--- src/pkg/gftc_pkg.sv ---
package gftc_pkg;
  // bus geometry
  localparam int GFTC_DATA_W = 32;
  localparam int GFTC_ADDR_W = 8;
  localparam int GFTC_BE_W = 4;

  ////////////////////////////////////////////////////////////////////////////
  // register byte offsets
  localparam logic [7:0] GFTC_OFS_FRAME_CFG = 8'h40;
  localparam logic [7:0] GFTC_OFS_QUEUE_TEST = 8'h44;
  localparam logic [7:0] GFTC_OFS_RB_THRESH = 8'h70;
  localparam logic [7:0] GFTC_OFS_IRQ_STATUS = 8'h74;
  localparam logic [7:0] GFTC_OFS_IRQ_MASK = 8'h78;

  ////////////////////////////////////////////////////////////////////////////
  // frame configuration register fields
  localparam int GFTC_FRAME_CFG_W = 3;
  localparam int GFTC_BIT_SHORT_LEN = 0;
  localparam int GFTC_BIT_RB_MON = 1;
  localparam int GFTC_BIT_BYTE_ORDER = 2;
  localparam logic [2:0] GFTC_FRAME_CFG_RST = 3'h0;

  ////////////////////////////////////////////////////////////////////////////
  // interrupt_queue_and_test_config fields
  localparam int GFTC_QSEL_W = 3;
  localparam int GFTC_PORT_SEL_W = 5;
  localparam int GFTC_CHAN_W = 8;
  localparam int GFTC_SYSTEM_VECTOR_QUEUE_SELECT_LSB = 28;
  localparam int GFTC_PORT_VECTOR_QUEUE_SELECT_LSB = 24;
  localparam int GFTC_TEST_EN_BIT = 22;
  localparam int GFTC_TXCLK_DIS_BIT = 21;
  localparam int GFTC_LOOP_EN_BIT = 15;
  localparam int GFTC_TEST_PORT_LSB = 8;
  localparam int GFTC_LOOP_CHAN_LSB = 0;
  localparam logic [31:0] GFTC_QUEUE_TEST_MASK = 32'h7760_9FFF;
  localparam logic [31:0] GFTC_QUEUE_TEST_RST = 32'h0000_0000;

  ////////////////////////////////////////////////////////////////////////////
  // rx buffer monitor and interrupts
  localparam int GFTC_POOL_W = 16;
  localparam logic [15:0] GFTC_RB_THRESH_RST = 16'hFFFF;
  localparam int GFTC_IRQ_W = 2;
  localparam int GFTC_IRQ_RB_BELOW = 0;
  localparam int GFTC_IRQ_SHORT = 1;

  ////////////////////////////////////////////////////////////////////////////
  // short frame limits in bytes
  localparam int GFTC_LEN_W = 16;
  localparam logic [15:0] GFTC_SHORT_CRC16_STD = 16'h0004;
  localparam logic [15:0] GFTC_SHORT_CRC32_STD = 16'h0006;
  localparam logic [15:0] GFTC_SHORT_CRC16_ALT = 16'h0002;
  localparam logic [15:0] GFTC_SHORT_CRC32_ALT = 16'h0004;

  // value sent by the loop when the loop buffer holds nothing
  localparam logic [7:0] GFTC_LOOP_IDLE = 8'hFF;
endpackage

--- src/logic/gftc_byte_swap.sv ---
`timescale 1ns/1ps
`default_nettype none
module gftc_byte_swap (
  input wire logic clk,
  input wire logic rst,
  input wire logic in_valid,
  input wire logic [31:0] in_data,
  input wire logic in_is_data_section,
  input wire logic data_byte_order_select,
  output logic out_valid,
  output logic [31:0] out_data
);
  import gftc_pkg::*;

  typedef struct packed {
    logic valid;
    logic [31:0] data;
  } gftc_bs_state_t;

  gftc_bs_state_t s;
  gftc_bs_state_t next_s;

  always_comb begin
    next_s = s;
    next_s.valid = in_valid;
    if (in_valid) begin
      // registers, vectors and descriptors pass untouched
      if (in_is_data_section && data_byte_order_select) begin
        next_s.data = {in_data[7:0], in_data[15:8], in_data[23:16], in_data[31:24]};
      end else begin
        next_s.data = in_data;
      end
    end
  end

  always_ff @(posedge clk) begin
    if (rst) begin
      s <= '0;
    end else begin
      s <= next_s;
    end
  end

  assign out_valid = s.valid;
  assign out_data = s.data;
endmodule
`default_nettype wire

--- src/logic/gftc_short_frame.sv ---
`timescale 1ns/1ps
`default_nettype none
module gftc_short_frame (
  input wire logic clk,
  input wire logic rst,
  input wire logic frame_end,
  input wire logic [gftc_pkg::GFTC_LEN_W-1:0] frame_len,
  input wire logic frame_crc32,
  input wire logic short_frame_length_select,
  output logic done,
  output logic is_short
);
  import gftc_pkg::*;

  typedef struct packed {
    logic done;
    logic is_short;
  } gftc_sf_state_t;

  gftc_sf_state_t s;
  gftc_sf_state_t next_s;
  logic [GFTC_LEN_W-1:0] limit;

  always_comb begin
    next_s = s;
    next_s.done = frame_end;
    // one global select sets the limit for every channel
    if (short_frame_length_select) begin
      limit = frame_crc32 ? GFTC_SHORT_CRC32_ALT : GFTC_SHORT_CRC16_ALT;
    end else begin
      limit = frame_crc32 ? GFTC_SHORT_CRC32_STD : GFTC_SHORT_CRC16_STD;
    end
    if (frame_end) begin
      next_s.is_short = frame_len < limit;
    end
  end

  always_ff @(posedge clk) begin
    if (rst) begin
      s <= '0;
    end else begin
      s <= next_s;
    end
  end

  assign done = s.done;
  assign is_short = s.is_short;
endmodule
`default_nettype wire

--- src/logic/gftc_top.sv ---
`timescale 1ns/1ps
`default_nettype none
module gftc_top #(
  parameter int NUM_PORTS = 28
) (
  input wire logic clk,
  input wire logic rst,
  input wire logic [gftc_pkg::GFTC_ADDR_W-1:0] avs_address,
  input wire logic avs_read,
  input wire logic avs_write,
  input wire logic [gftc_pkg::GFTC_DATA_W-1:0] avs_writedata,
  input wire logic [gftc_pkg::GFTC_BE_W-1:0] avs_byteenable,
  output logic [gftc_pkg::GFTC_DATA_W-1:0] avs_readdata,
  output logic avs_waitrequest,
  output logic irq,
  input wire logic free_pool_valid,
  input wire logic [gftc_pkg::GFTC_POOL_W-1:0] free_pool_count,
  input wire logic rx_frame_end,
  input wire logic [gftc_pkg::GFTC_LEN_W-1:0] rx_frame_len,
  input wire logic rx_frame_crc32,
  output logic short_frame_done,
  output logic short_frame_flag,
  input wire logic dma_valid,
  input wire logic [31:0] dma_data,
  input wire logic dma_is_data_section,
  output logic dma_out_valid,
  output logic [31:0] dma_out_data,
  input wire logic vec_req,
  input wire logic vec_is_port,
  output logic vec_queue_valid,
  output logic [gftc_pkg::GFTC_QSEL_W-1:0] vec_queue,
  input wire logic [NUM_PORTS-1:0] port_pin_in,
  input wire logic [NUM_PORTS-1:0] port_out_int,
  input wire logic [NUM_PORTS-1:0] port_oe_int,
  output logic [NUM_PORTS-1:0] port_pin_out,
  output logic [NUM_PORTS-1:0] port_pin_oe,
  input wire logic test_pin_in,
  output logic test_pin_out,
  output logic test_pin_oe,
  input wire logic port0_tx_clk_in,
  input wire logic port0_unchannelized,
  output logic tx_clock_out_pin,
  output logic tx_clock_out_pin_oe,
  input wire logic rx_chan_valid,
  input wire logic [gftc_pkg::GFTC_CHAN_W-1:0] rx_chan_id,
  input wire logic [7:0] rx_chan_data,
  input wire logic tx_chan_req,
  input wire logic [gftc_pkg::GFTC_CHAN_W-1:0] tx_chan_id,
  output logic tx_loop_valid,
  output logic [7:0] tx_loop_data
);
  import gftc_pkg::*;

  ////////////////////////////////////////////////////////////////////////////
  // state

  typedef struct packed {
    logic waitrq;
    logic [GFTC_DATA_W-1:0] rdata;
    logic [GFTC_FRAME_CFG_W-1:0] frame_cfg;
    logic [31:0] queue_cfg;
    logic [GFTC_POOL_W-1:0] rb_thresh;
    logic [GFTC_IRQ_W-1:0] status;
    logic [GFTC_IRQ_W-1:0] mask;
    logic irq;
    logic below_q;
    logic vec_valid;
    logic [GFTC_QSEL_W-1:0] vec_q;
    logic [NUM_PORTS-1:0] port_sync1;
    logic [NUM_PORTS-1:0] port_sync2;
    logic test_sync1;
    logic test_sync2;
    logic tclk_sync1;
    logic tclk_sync2;
    logic [NUM_PORTS-1:0] port_out;
    logic [NUM_PORTS-1:0] port_oe;
    logic test_out;
    logic test_oe;
    logic tclk_out;
    logic tclk_oe;
    logic loop_full;
    logic [7:0] loop_data;
    logic tx_valid;
    logic [7:0] tx_data;
  } gftc_state_t;

  gftc_state_t s;
  gftc_state_t next_s;

  function automatic logic [31:0] gftc_merge(
    input logic [31:0] old_val,
    input logic [31:0] new_val,
    input logic [3:0] be
  );
    logic [31:0] res;
    res = old_val;
    for (int b = 0; b < 4; b++) begin
      if (be[b]) begin
        res[b*8 +: 8] = new_val[b*8 +: 8];
      end
    end
    return res;
  endfunction

  ////////////////////////////////////////////////////////////////////////////
  // configuration fields

  logic short_frame_length_select;
  logic rx_buffer_monitor_select;
  logic data_byte_order_select;
  logic [GFTC_QSEL_W-1:0] system_vector_queue_select;
  logic [GFTC_QSEL_W-1:0] port_vector_queue_select;
  logic test_breakout_enable;
  logic tx_clock_out_disable;
  logic remote_channel_loop_enable;
  logic [GFTC_PORT_SEL_W-1:0] test_port_select;
  logic [GFTC_CHAN_W-1:0] loop_channel_select;

  assign short_frame_length_select = s.frame_cfg[GFTC_BIT_SHORT_LEN];
  assign rx_buffer_monitor_select = s.frame_cfg[GFTC_BIT_RB_MON];
  assign data_byte_order_select = s.frame_cfg[GFTC_BIT_BYTE_ORDER];
  assign system_vector_queue_select = s.queue_cfg[GFTC_SYSTEM_VECTOR_QUEUE_SELECT_LSB +: GFTC_QSEL_W];
  assign port_vector_queue_select = s.queue_cfg[GFTC_PORT_VECTOR_QUEUE_SELECT_LSB +: GFTC_QSEL_W];
  assign test_breakout_enable = s.queue_cfg[GFTC_TEST_EN_BIT];
  assign tx_clock_out_disable = s.queue_cfg[GFTC_TXCLK_DIS_BIT];
  assign remote_channel_loop_enable = s.queue_cfg[GFTC_LOOP_EN_BIT];
  assign test_port_select = s.queue_cfg[GFTC_TEST_PORT_LSB +: GFTC_PORT_SEL_W];
  assign loop_channel_select = s.queue_cfg[GFTC_LOOP_CHAN_LSB +: GFTC_CHAN_W];

  ////////////////////////////////////////////////////////////////////////////
  // helpers

  // one select shared by every channel's classifier
  gftc_short_frame u_short_frame (
    .clk(clk),
    .rst(rst),
    .frame_end(rx_frame_end),
    .frame_len(rx_frame_len),
    .frame_crc32(rx_frame_crc32),
    .short_frame_length_select(short_frame_length_select),
    .done(short_frame_done),
    .is_short(short_frame_flag)
  );

  gftc_byte_swap u_byte_swap (
    .clk(clk),
    .rst(rst),
    .in_valid(dma_valid),
    .in_data(dma_data),
    .in_is_data_section(dma_is_data_section),
    .data_byte_order_select(data_byte_order_select),
    .out_valid(dma_out_valid),
    .out_data(dma_out_data)
  );

  ////////////////////////////////////////////////////////////////////////////
  // per-port breakout muxing

  logic [NUM_PORTS-1:0] port_out_mux;
  logic [NUM_PORTS-1:0] port_oe_mux;
  logic test_out_mux;

  genvar gi;
  generate
    for (gi = 0; gi < NUM_PORTS; gi++) begin : g_port
      logic hit;
      assign hit = test_breakout_enable && (test_port_select == GFTC_PORT_SEL_W'(gi));
      // breakout wins over the port's own mode driven enable
      assign port_out_mux[gi] = hit ? s.test_sync2 : port_out_int[gi];
      assign port_oe_mux[gi] = hit ? 1'b1 : port_oe_int[gi];
    end
  endgenerate

  // a select beyond the last port leaves the test output low
  assign test_out_mux = (32'(test_port_select) < NUM_PORTS) ?
                        s.port_sync2[test_port_select] : 1'b0;

  ////////////////////////////////////////////////////////////////////////////
  // next state

  logic hit_rd;
  logic hit_wr;
  logic pool_below;
  logic [GFTC_IRQ_W-1:0] ev;
  logic [31:0] wval;

  always_comb begin
    next_s = s;
    hit_rd = avs_read && s.waitrq;
    hit_wr = avs_write && !s.waitrq;
    pool_below = 1'b0;
    ev = '0;
    wval = 32'h0000_0000;

    // bus: one wait cycle, then waitrequest drops for exactly one cycle
    next_s.waitrq = 1'b1;
    if ((avs_read || avs_write) && s.waitrq) begin
      next_s.waitrq = 1'b0;
    end
    if (hit_rd) begin
      case (avs_address)
        GFTC_OFS_FRAME_CFG: next_s.rdata = 32'(s.frame_cfg);
        GFTC_OFS_QUEUE_TEST: next_s.rdata = s.queue_cfg & GFTC_QUEUE_TEST_MASK;
        GFTC_OFS_RB_THRESH: next_s.rdata = 32'(s.rb_thresh);
        GFTC_OFS_IRQ_STATUS: next_s.rdata = 32'(s.status);
        GFTC_OFS_IRQ_MASK: next_s.rdata = 32'(s.mask);
        default: next_s.rdata = 32'h0000_0000;
      endcase
    end

    if (hit_wr) begin
      case (avs_address)
        GFTC_OFS_FRAME_CFG: begin
          wval = gftc_merge(32'(s.frame_cfg), avs_writedata, avs_byteenable);
          next_s.frame_cfg = wval[GFTC_FRAME_CFG_W-1:0];
        end
        GFTC_OFS_QUEUE_TEST: begin
          wval = gftc_merge(s.queue_cfg, avs_writedata, avs_byteenable);
          next_s.queue_cfg = wval & GFTC_QUEUE_TEST_MASK;
        end
        GFTC_OFS_RB_THRESH: begin
          wval = gftc_merge(32'(s.rb_thresh), avs_writedata, avs_byteenable);
          next_s.rb_thresh = wval[GFTC_POOL_W-1:0];
        end
        GFTC_OFS_IRQ_STATUS: begin
          wval = avs_writedata & {{24{1'b0}}, {8{avs_byteenable[0]}}};
          next_s.status = s.status & ~wval[GFTC_IRQ_W-1:0];
        end
        GFTC_OFS_IRQ_MASK: begin
          wval = gftc_merge(32'(s.mask), avs_writedata, avs_byteenable);
          next_s.mask = wval[GFTC_IRQ_W-1:0];
        end
        default: begin
          next_s.status = s.status;
        end
      endcase
    end

    // rx buffer monitor; a software write to the threshold goes first
    if (free_pool_valid) begin
      pool_below = free_pool_count < s.rb_thresh;
      if (!rx_buffer_monitor_select) begin
        if (free_pool_count < next_s.rb_thresh) begin
          next_s.rb_thresh = free_pool_count;
        end
      end
      next_s.below_q = pool_below;
    end
    // only the crossing raises the event, not every sample below
    ev[GFTC_IRQ_RB_BELOW] = rx_buffer_monitor_select && pool_below && !s.below_q;
    ev[GFTC_IRQ_SHORT] = short_frame_done && short_frame_flag;
    // a new event beats a clear in the same cycle
    next_s.status = next_s.status | ev;
    next_s.irq = |(next_s.status & next_s.mask);

    // vector queue routing
    next_s.vec_valid = vec_req;
    if (vec_req) begin
      next_s.vec_q = vec_is_port ? port_vector_queue_select
                                 : system_vector_queue_select;
    end

    // pin synchronisers
    next_s.port_sync1 = port_pin_in;
    next_s.port_sync2 = s.port_sync1;
    next_s.test_sync1 = test_pin_in;
    next_s.test_sync2 = s.test_sync1;
    next_s.tclk_sync1 = port0_tx_clk_in;
    next_s.tclk_sync2 = s.tclk_sync1;

    // port and test pins; internal rx/tx enables are software's business
    next_s.port_out = port_out_mux;
    next_s.port_oe = port_oe_mux;
    next_s.test_out = test_out_mux;
    next_s.test_oe = test_breakout_enable;

    // the resampled clock carries three cycles of lag and jitter of one cycle
    next_s.tclk_out = port0_unchannelized ? s.tclk_sync2 : 1'b0;
    next_s.tclk_oe = !tx_clock_out_disable ||
                     (test_breakout_enable && test_port_select == GFTC_PORT_SEL_W'(0));

    // remote channel loop through a single-byte buffer
    next_s.tx_valid = 1'b0;
    if (!remote_channel_loop_enable) begin
      next_s.loop_full = 1'b0;
    end else begin
      if (tx_chan_req && tx_chan_id == loop_channel_select) begin
        next_s.tx_valid = 1'b1;
        next_s.tx_data = s.loop_full ? s.loop_data : GFTC_LOOP_IDLE;
        next_s.loop_full = 1'b0;
      end
      if (rx_chan_valid && rx_chan_id == loop_channel_select) begin
        next_s.loop_full = 1'b1;
        next_s.loop_data = rx_chan_data;
      end
    end
  end

  ////////////////////////////////////////////////////////////////////////////
  // registers

  always_ff @(posedge clk) begin
    if (rst) begin
      s <= '0;
      s.waitrq <= 1'b1;
      s.frame_cfg <= GFTC_FRAME_CFG_RST;
      s.queue_cfg <= GFTC_QUEUE_TEST_RST;
      s.rb_thresh <= GFTC_RB_THRESH_RST;
      // disable bit resets to 0, so the clock pin is driven from reset on
      s.tclk_oe <= 1'b1;
    end else begin
      s <= next_s;
    end
  end

  ////////////////////////////////////////////////////////////////////////////
  // outputs

  assign avs_readdata = s.rdata;
  assign avs_waitrequest = s.waitrq;
  assign irq = s.irq;
  assign vec_queue_valid = s.vec_valid;
  assign vec_queue = s.vec_q;
  assign port_pin_out = s.port_out;
  assign port_pin_oe = s.port_oe;
  assign test_pin_out = s.test_out;
  assign test_pin_oe = s.test_oe;
  assign tx_clock_out_pin = s.tclk_out;
  assign tx_clock_out_pin_oe = s.tclk_oe;
  assign tx_loop_valid = s.tx_valid;
  assign tx_loop_data = s.tx_data;
endmodule
`default_nettype wire

--- config.mk ---
export PLATFORM = sky130hd
export DESIGN_NAME = gftc_top
export DESIGN_NICKNAME = d
export VERILOG_FILES = /design/src/pkg/gftc_pkg.sv /design/src/logic/gftc_byte_swap.sv /design/src/logic/gftc_short_frame.sv /design/src/logic/gftc_top.sv
export SDC_FILE = /design/constraint.sdc
export NUM_CORES = 1
export LEC_CHECK = 0
export BUFFER_PORTS_ARGS = -buffer_cell sky130_fd_sc_hd__buf_2
export CORE_ASPECT_RATIO = 1.75
export CORE_UTILIZATION = 51
export CTS_CLUSTER_DIAMETER = 120
export DETAILED_ROUTE_END_ITERATION = 6
export GPL_TIMING_DRIVEN = 0
export PLACE_DENSITY = 0.78
export SLEW_MARGIN = 40
export SYNTH_ARGS = -nofsm -noshare
export SYNTH_HDL_FRONTEND = slang
export SYNTH_SLANG_ARGS = --single-unit
--- constraint.sdc ---
create_clock -name clk -period 3.9 [get_ports clk]
set_input_delay 0.195 -clock clk [delete_from_list [all_inputs] [get_ports clk]]
set_output_delay 0.195 -clock clk [all_outputs]
set_load 0.01 [all_outputs]
==> results of run 1 <==
state kept, by name, indices dropped and copies added (netlist names), 8 cells and up:
name / count
s: 70
port_pin_oe: 28
loop_channel_select: 8
avs_readdata: 24
next_s: 31
u_byte_swap.out_data: 32
port_pin_out: 28
tx_loop_data: 8
kinds of logic after synthesis:
family | after synthesis
mux | 62
fa+ha+maj | 32
flops | 249
compound gates | 256
other cells | 1
xor+xnor | 16
buf+inv | 236
simple gates | 470
power breakdown:
part	switching [mW]	internal (mW)
Sequential	0.0682	2.67
Clock	1.03	1.27
Combinational	0.605	0.518
Total	1.70	4.45
placed cells by master (no fill, tap or decap), drive strengths merged, types with 9 or more instances in the layout:
cell	synthesis	final
nor3b	9	9
dlygate4sd3	0	171
xor2	14	14
a21oi	94	94
a21boi	16	16
mux2i	39	39
buf	116	470
a22oi	12	12
nor2b	78	78
nor2	120	120
o2111ai	17	17
a311oi	48	48
nand2	116	116
mux2	15	15
o31ai	17	17
nand3	86	86
nor3	12	12
ha	32	32
o21ai	14	14
dfxtp	249	249
clkbuf	80	111
a211oi	22	22
inv	40	42
final cells by class:
| type | count | area [µm²] | share of cell area, % |
|---|---|---|---|
| multi-input cells | 844 | 5460 | 33.4 |
| flip-flops and latches | 249 | 4980 | 30.5 |
| well taps | 296 | 370 | 2.27 |
| plain buffers | 196 | 1130 | 6.95 |
| clock inverters | 11 | 118 | 0.720 |
| repair buffers | 525 | 3480 | 21.3 |
| inverters | 40 | 150 | 0.919 |
| clock buffers | 31 | 626 | 3.83 |
| diodes | 3 | 7.51 | 0.0460 |
worst max-delay path, cell delays in order (launching register included):
cell and delay, ns:
dfxtp_1 0.36, nor2b_1 0.32, and4_1 0.29, buf_2 0.26, mux2_2 0.41, inv_1 0.07
ha_1 0.25, a21oi_1 0.15, o21a_1 0.13, clkbuf_1 0.38, o211a_1 0.29, clkbuf_2 0.29
o31ai_1 0.10, a311oi_1 0.29
layer usage:
metal	vias to the layer above	part of all wire, %	wire [µm]
li1	5632	-	-
met1	5808	33	15000
met2	796	50	22800
met3	285	7.9	3570
met4	2	8.7	3950
met5	-	0.029	13
how the worst max path moves through the flow:
stage                        end  slack [ns]  cells past startpoint
after floorplan           s[153]        0.75                     12
after global placement    s[150]       -0.04                     13
after detailed placement  s[150]       -0.06                     14
after CTS                 s[150]        0.06                     12
after global routing      s[151]       0.003                     13
final                     s[151]        0.20                     13
through the flow:
step           total power [mW]  worst slack, ns  cells  instance area (µm²)
5_1_grt                    6.36          0.00253   2195                16300
3_3_place_gp               3.68          -0.0386   1979                13800
2_1_floorplan              3.33            0.751   1329                11700
4_1_cts                    6.09           0.0586   2192                16300
3_5_place_dp               3.71          -0.0593   1979                13900
6_report                   6.15            0.204   2195                16300
repair_timing:
action,4_1_cts,5_1_grt
hold buffers,171,0
setup endpoints to repair,0,16
endpoints found under the hold margin,158,0
gates resized for setup,0,9
==> results.ini, run 1 <==
[logic_synthesis]
synth_area_leaders = dfxtp_1 (43%), buf_4 (6.4%), nor2b_1 (4.2%), a21oi_1 (4.0%), nor2_1 (3.9%)
yosys-top-cells-count = dfxtp_1 (249), nor2_1 (120), nand2_1 (116), buf_4 (99), a21oi_1 (94)
synth.distinct_cells = 56
synth-xor-area-share_pct = 1.20
synth_top_family_by_area = simple AND/OR/NAND/NOR gates
syn_area_mm2 = 0.0117
yosys_warnings = 0
ys_ff_latch = 249
synth_most_common_cell = dfxtp_1
yosysSeqAreaShare_pct = 42.7
synth-compound-area-share_pct = 15.6
synth_edf_count = 0
synth_ff_type = dfxtp_1
netlist_instances = 1322
synthAdderAreaFrac_pct = 3.43
yosys.area_share.simple_pct = 19.7
synth_top_area_share_pct = 42.7
synthMuxAreaShare_pct = 6.33
synthArstFlopShare_pct = 0
avgSynthCellArea_um2 = 8.84
synth_area_leader_cell = dfxtp_1

[route]
wl_per_cell_um = 20.6
drt-initial-drc-count = 1032
drt-total-wl_um = 45300
viasPerCell = 5.71
drc = 0
postRouteAntennaNets = 0
vias = 12523
drt_pass1_iterations = 6

[worst_setup_path]
setup.worst_path.class = reg -> reg
cp-startpoint = avs_waitrequest
rrSetupSlack_ns = 0.20
path_max_fanout = 10
r2r_end = s[151]
endpoint_kind = flop
r2r-start = avs_waitrequest
worstPathArrival_ns = 4.12
r2r_cells = 13
cp_data_required_time_ns = 4.33
cp-start-kind = flop

[pwr]
powerDensity_mw_per_mm2 = 377
ir_drop_mv = 0.305
leakage_nw = 7.64

[clock_network]
cts_tree = yes
clk_latency_ns = 0.53
cts_max_level = 1
root_buffer = clkbuf_16
clk_pin_slew_ns = 0.07
cts_setup_buffers = 0
clock_path_buffers = 3
cts_buffers = 23
cts_sinks = 249

[sta]
maxSlewViolCount = 0
min_period_ns = 3.70
finalSetupViolations = 0
hold_ws_ns = 0.0197
fin_skew_ns = 0.0107
relSlewSlack_pct = 46.5
finalHoldViolCount = 0
finalSetupTns_ns = 0
max_freq_mhz = 271
max_slew.worst_pin.slew_ns = 0.803
rsz0062_at_grt = false
min_period_over_period_pct = 94.8

[hold_path]
hold_depth = 3
hold_class = in -> reg
worstHoldStart = avs_writedata[1]
hold_path_end = rx_buffer_monitor_select

[grt]
global_route.usage.met1_pct = 38.4
grt_pass1_vias = 12902
grt_max_degree = 16
grt_usage_pct = 38.2
grt_pass1_wl_um = 68100
grt_use_met2_pct = 66.7
gr-max-usage-layer = met2
met3_usage_pct = 7.14
grt_remaining_overflow = 0
grt_antenna_before_repair = 4

[die]
dieArea_mm2 = 0.0235
core_area_mm2 = 0.0223
rows = 72
dieWidth_um = 116
io-pin-count = 374
start_util_pct = 52.5
die-height_um = 202

[cells_and_area]
final_util_pct = 73.4
fin_nets = 2143
drive_gt1_share_pct = 28.7
area_growth_pct = 39.8
final.fill_count = 1552

[status]
run_status = complete, no violations

[placed_design]
hpwl_um = 30000
numPortBuffers = 354
place_congestion = 0.904

[run]
cap_violations = 0

Power figures use the tool's default switching activity.
==> run 2: changes to the inputs <==
GPL_TIMING_DRIVEN = unset   (was 0)
==> results.ini, run 2 (synthesized netlist as in run 1, its figures left out) <==
[run]
cap_violations = 0  ; unchanged

[worst_setup_path]
path_max_fanout = 20  ; +10
cp_slowest_stage_delay_ns = 0.62  ; +0.21 ns
endpoint_kind = flop
setup.worst_path.class = reg -> reg
cp-start-kind = flop
cp_top_family = simple AND/OR/NAND/NOR gates
cp_data_required_time_ns = 4.32  ; about the same
cp_slowest_cell = and4_1
path_buf_inv = 2  ; -2
worstPathArrival_ns = 3.80  ; -0.32 ns
critical_path.cell_chain = nor2b_1 > and4_1 > mux2_2 > inv_1 > ha_1 > and3_1 > o21ai_1 > o211a_1 > buf_4 > o31ai_1 > a311oi_2

[grt]
grt_usage_pct = 34.5  ; -3.7 points
grt_remaining_overflow = 0  ; unchanged
grt_pass1_wl_um = 62200  ; -8.7%
grt_antenna_before_repair = 5  ; +1
grt_pass1_vias = 11766  ; -8.8%
grt_max_degree = 92  ; +76

[die]
die-height_um = 202  ; unchanged
dieWidth_um = 116  ; unchanged
start_util_pct = 52.5  ; unchanged
dieArea_mm2 = 0.0235  ; unchanged
rows = 72  ; unchanged
core_area_mm2 = 0.0223  ; unchanged
io-pin-count = 374  ; unchanged

[placed_design]
place_area_mm2 = 0.0129  ; -6.5%
place_congestion = 0.911  ; +0.76%
numPortBuffers = 356  ; +0.56%
dp.cells = 1812  ; -8.4%
hpwl_um = 25400  ; -15%

[pwr]
ir_drop_mv = 0.309  ; +1.2%
leakage_nw = 7.09  ; -7.2%
powerDensity_mw_per_mm2 = 390  ; +3.5%

[sta]
finalSetupViolations = 0  ; unchanged
max_freq_mhz = 296  ; +9.4%
fin_skew_ns = 0.0128  ; +0.00215 ns
finalHoldViolCount = 0  ; unchanged
maxSlewViolCount = 0  ; unchanged
max_slew.worst_pin.slew_ns = 0.762  ; -0.0416 ns
rsz0062_at_grt = false
finalSetupTns_ns = 0  ; unchanged
relSlewSlack_pct = 48.8  ; +2.4 points
min_period_ns = 3.38  ; -0.318 ns
min_period_over_period_pct = 86.6  ; -8.1 points

[cells_and_area]
largest-register = s
final_common_cell = buf_2
area_growth_pct = 31.8
final_cell_mix = buf_2 (354), dfxtp_1 (247), dlygate4sd3_1 (171), nor2_1 (120), nand2_1 (115)
largest_reg_flops = 70  ; unchanged
final_cell_area_mm2 = 0.0154  ; -5.7%
final_cells = 2026  ; -7.7%
final.fill_count = 1570  ; +1.2%
fin_nets = 1976  ; -7.8%
multi_input_area_mm2 = 0.00545  ; -0.21%
register_area_mm2 = 0.00499  ; about the same
drive_gt1_share_pct = 26.6  ; -2.1 points
final_util_pct = 69.2  ; -4.2 points

[clock_network]
root_buffer = clkbuf_16
clk_latency_ns = 0.51  ; -0.02 ns
cts_setup_buffers = 0  ; unchanged
cts_buffers = 23  ; unchanged
cts_resized = 0  ; unchanged
cts_hold_buf = 171  ; unchanged
clock_path_buffers = 3  ; unchanged
cts_tree = yes
cts_max_level = 1  ; unchanged
cts_sinks = 249  ; unchanged
clk_pin_slew_ns = 0.06  ; about the same

[hold_path]
hold_class = in -> reg

[route]
drc = 0  ; unchanged
drt-initial-drc-count = 1085  ; +5.1%
wl_met2_um = 21300  ; -6.4%
drt_pass1_iterations = 6  ; unchanged
wl_per_cell_um = 20.5  ; -0.86%
m1WireLength_um = 13500  ; -9.8%
vias = 11698  ; -6.6%
viasPerCell = 5.77  ; +1.2%
drt-total-wl_um = 41400  ; -8.5%
top_layer_used = met5
postRouteAntennaNets = 0  ; unchanged
wl_met3_um = 3460  ; -3.2%

[status]
run_status = complete, no violations

==> run 2: layer usage <==
metal / track usage (%) / up-vias
met1: 33.5 / 5448
li1: - / 5296
met3: 8.10 / 218
met4: 25.8 / 2
met5: 0 / -
met2: 61.5 / 734
==> run 2: power breakdown <==
group / switching, mW / leakage [nW] / internal (mW)
Combinational: 0.558 / 4.69 / 0.467
Clock: 0.999 / 0.351 / 1.24
Sequential: 0.0747 / 2.05 / 2.67
==> run 2: path summary, 6_finish.rpt <==
check	from	endpoint	slack (ns)	cells after the start
setup / recovery	avs_waitrequest	s[154]	0.52	11
hold / removal	avs_writedata[1]	rx_buffer_monitor_select	0.02	3
setup reg to reg	avs_waitrequest	s[154]	0.52	11
hold reg to reg	s[185]	tx_clock_out_pin_oe	0.42	1
==> run 2: area by class of cell <==
class,instances,area share [%]
Sequential cell,249,32.4
Multi-Input combinational cell,844,35.4
Antenna cell,3,0.0488
Inverter,40,0.975
Clock buffer,34,4.27
Clock inverter,6,0.471
Tap cell,296,2.41
Timing Repair Buffer,554,24.1
==> run 2: tightest hold or removal path: cells and delay by family <==
| family | cells | cell delay [ns] |
|---|---|---|
| buffers and inverters | 1 | 0.15 |
| muxes | 1 | 0.08 |
| and+or+nand+nor | 1 | 0.07 |
==> run 2: stage by stage <==
stage               total power, mW  setup WS, ns  hold WS (ns)
CTS                            5.96         0.542       0.00791
global route                   6.21         0.331        0.0105
detailed placement             3.63         0.387         0.405
floorplan                      3.33         0.751         0.291
finish                         6.01         0.522        0.0242
global placement               3.61         0.467         0.396
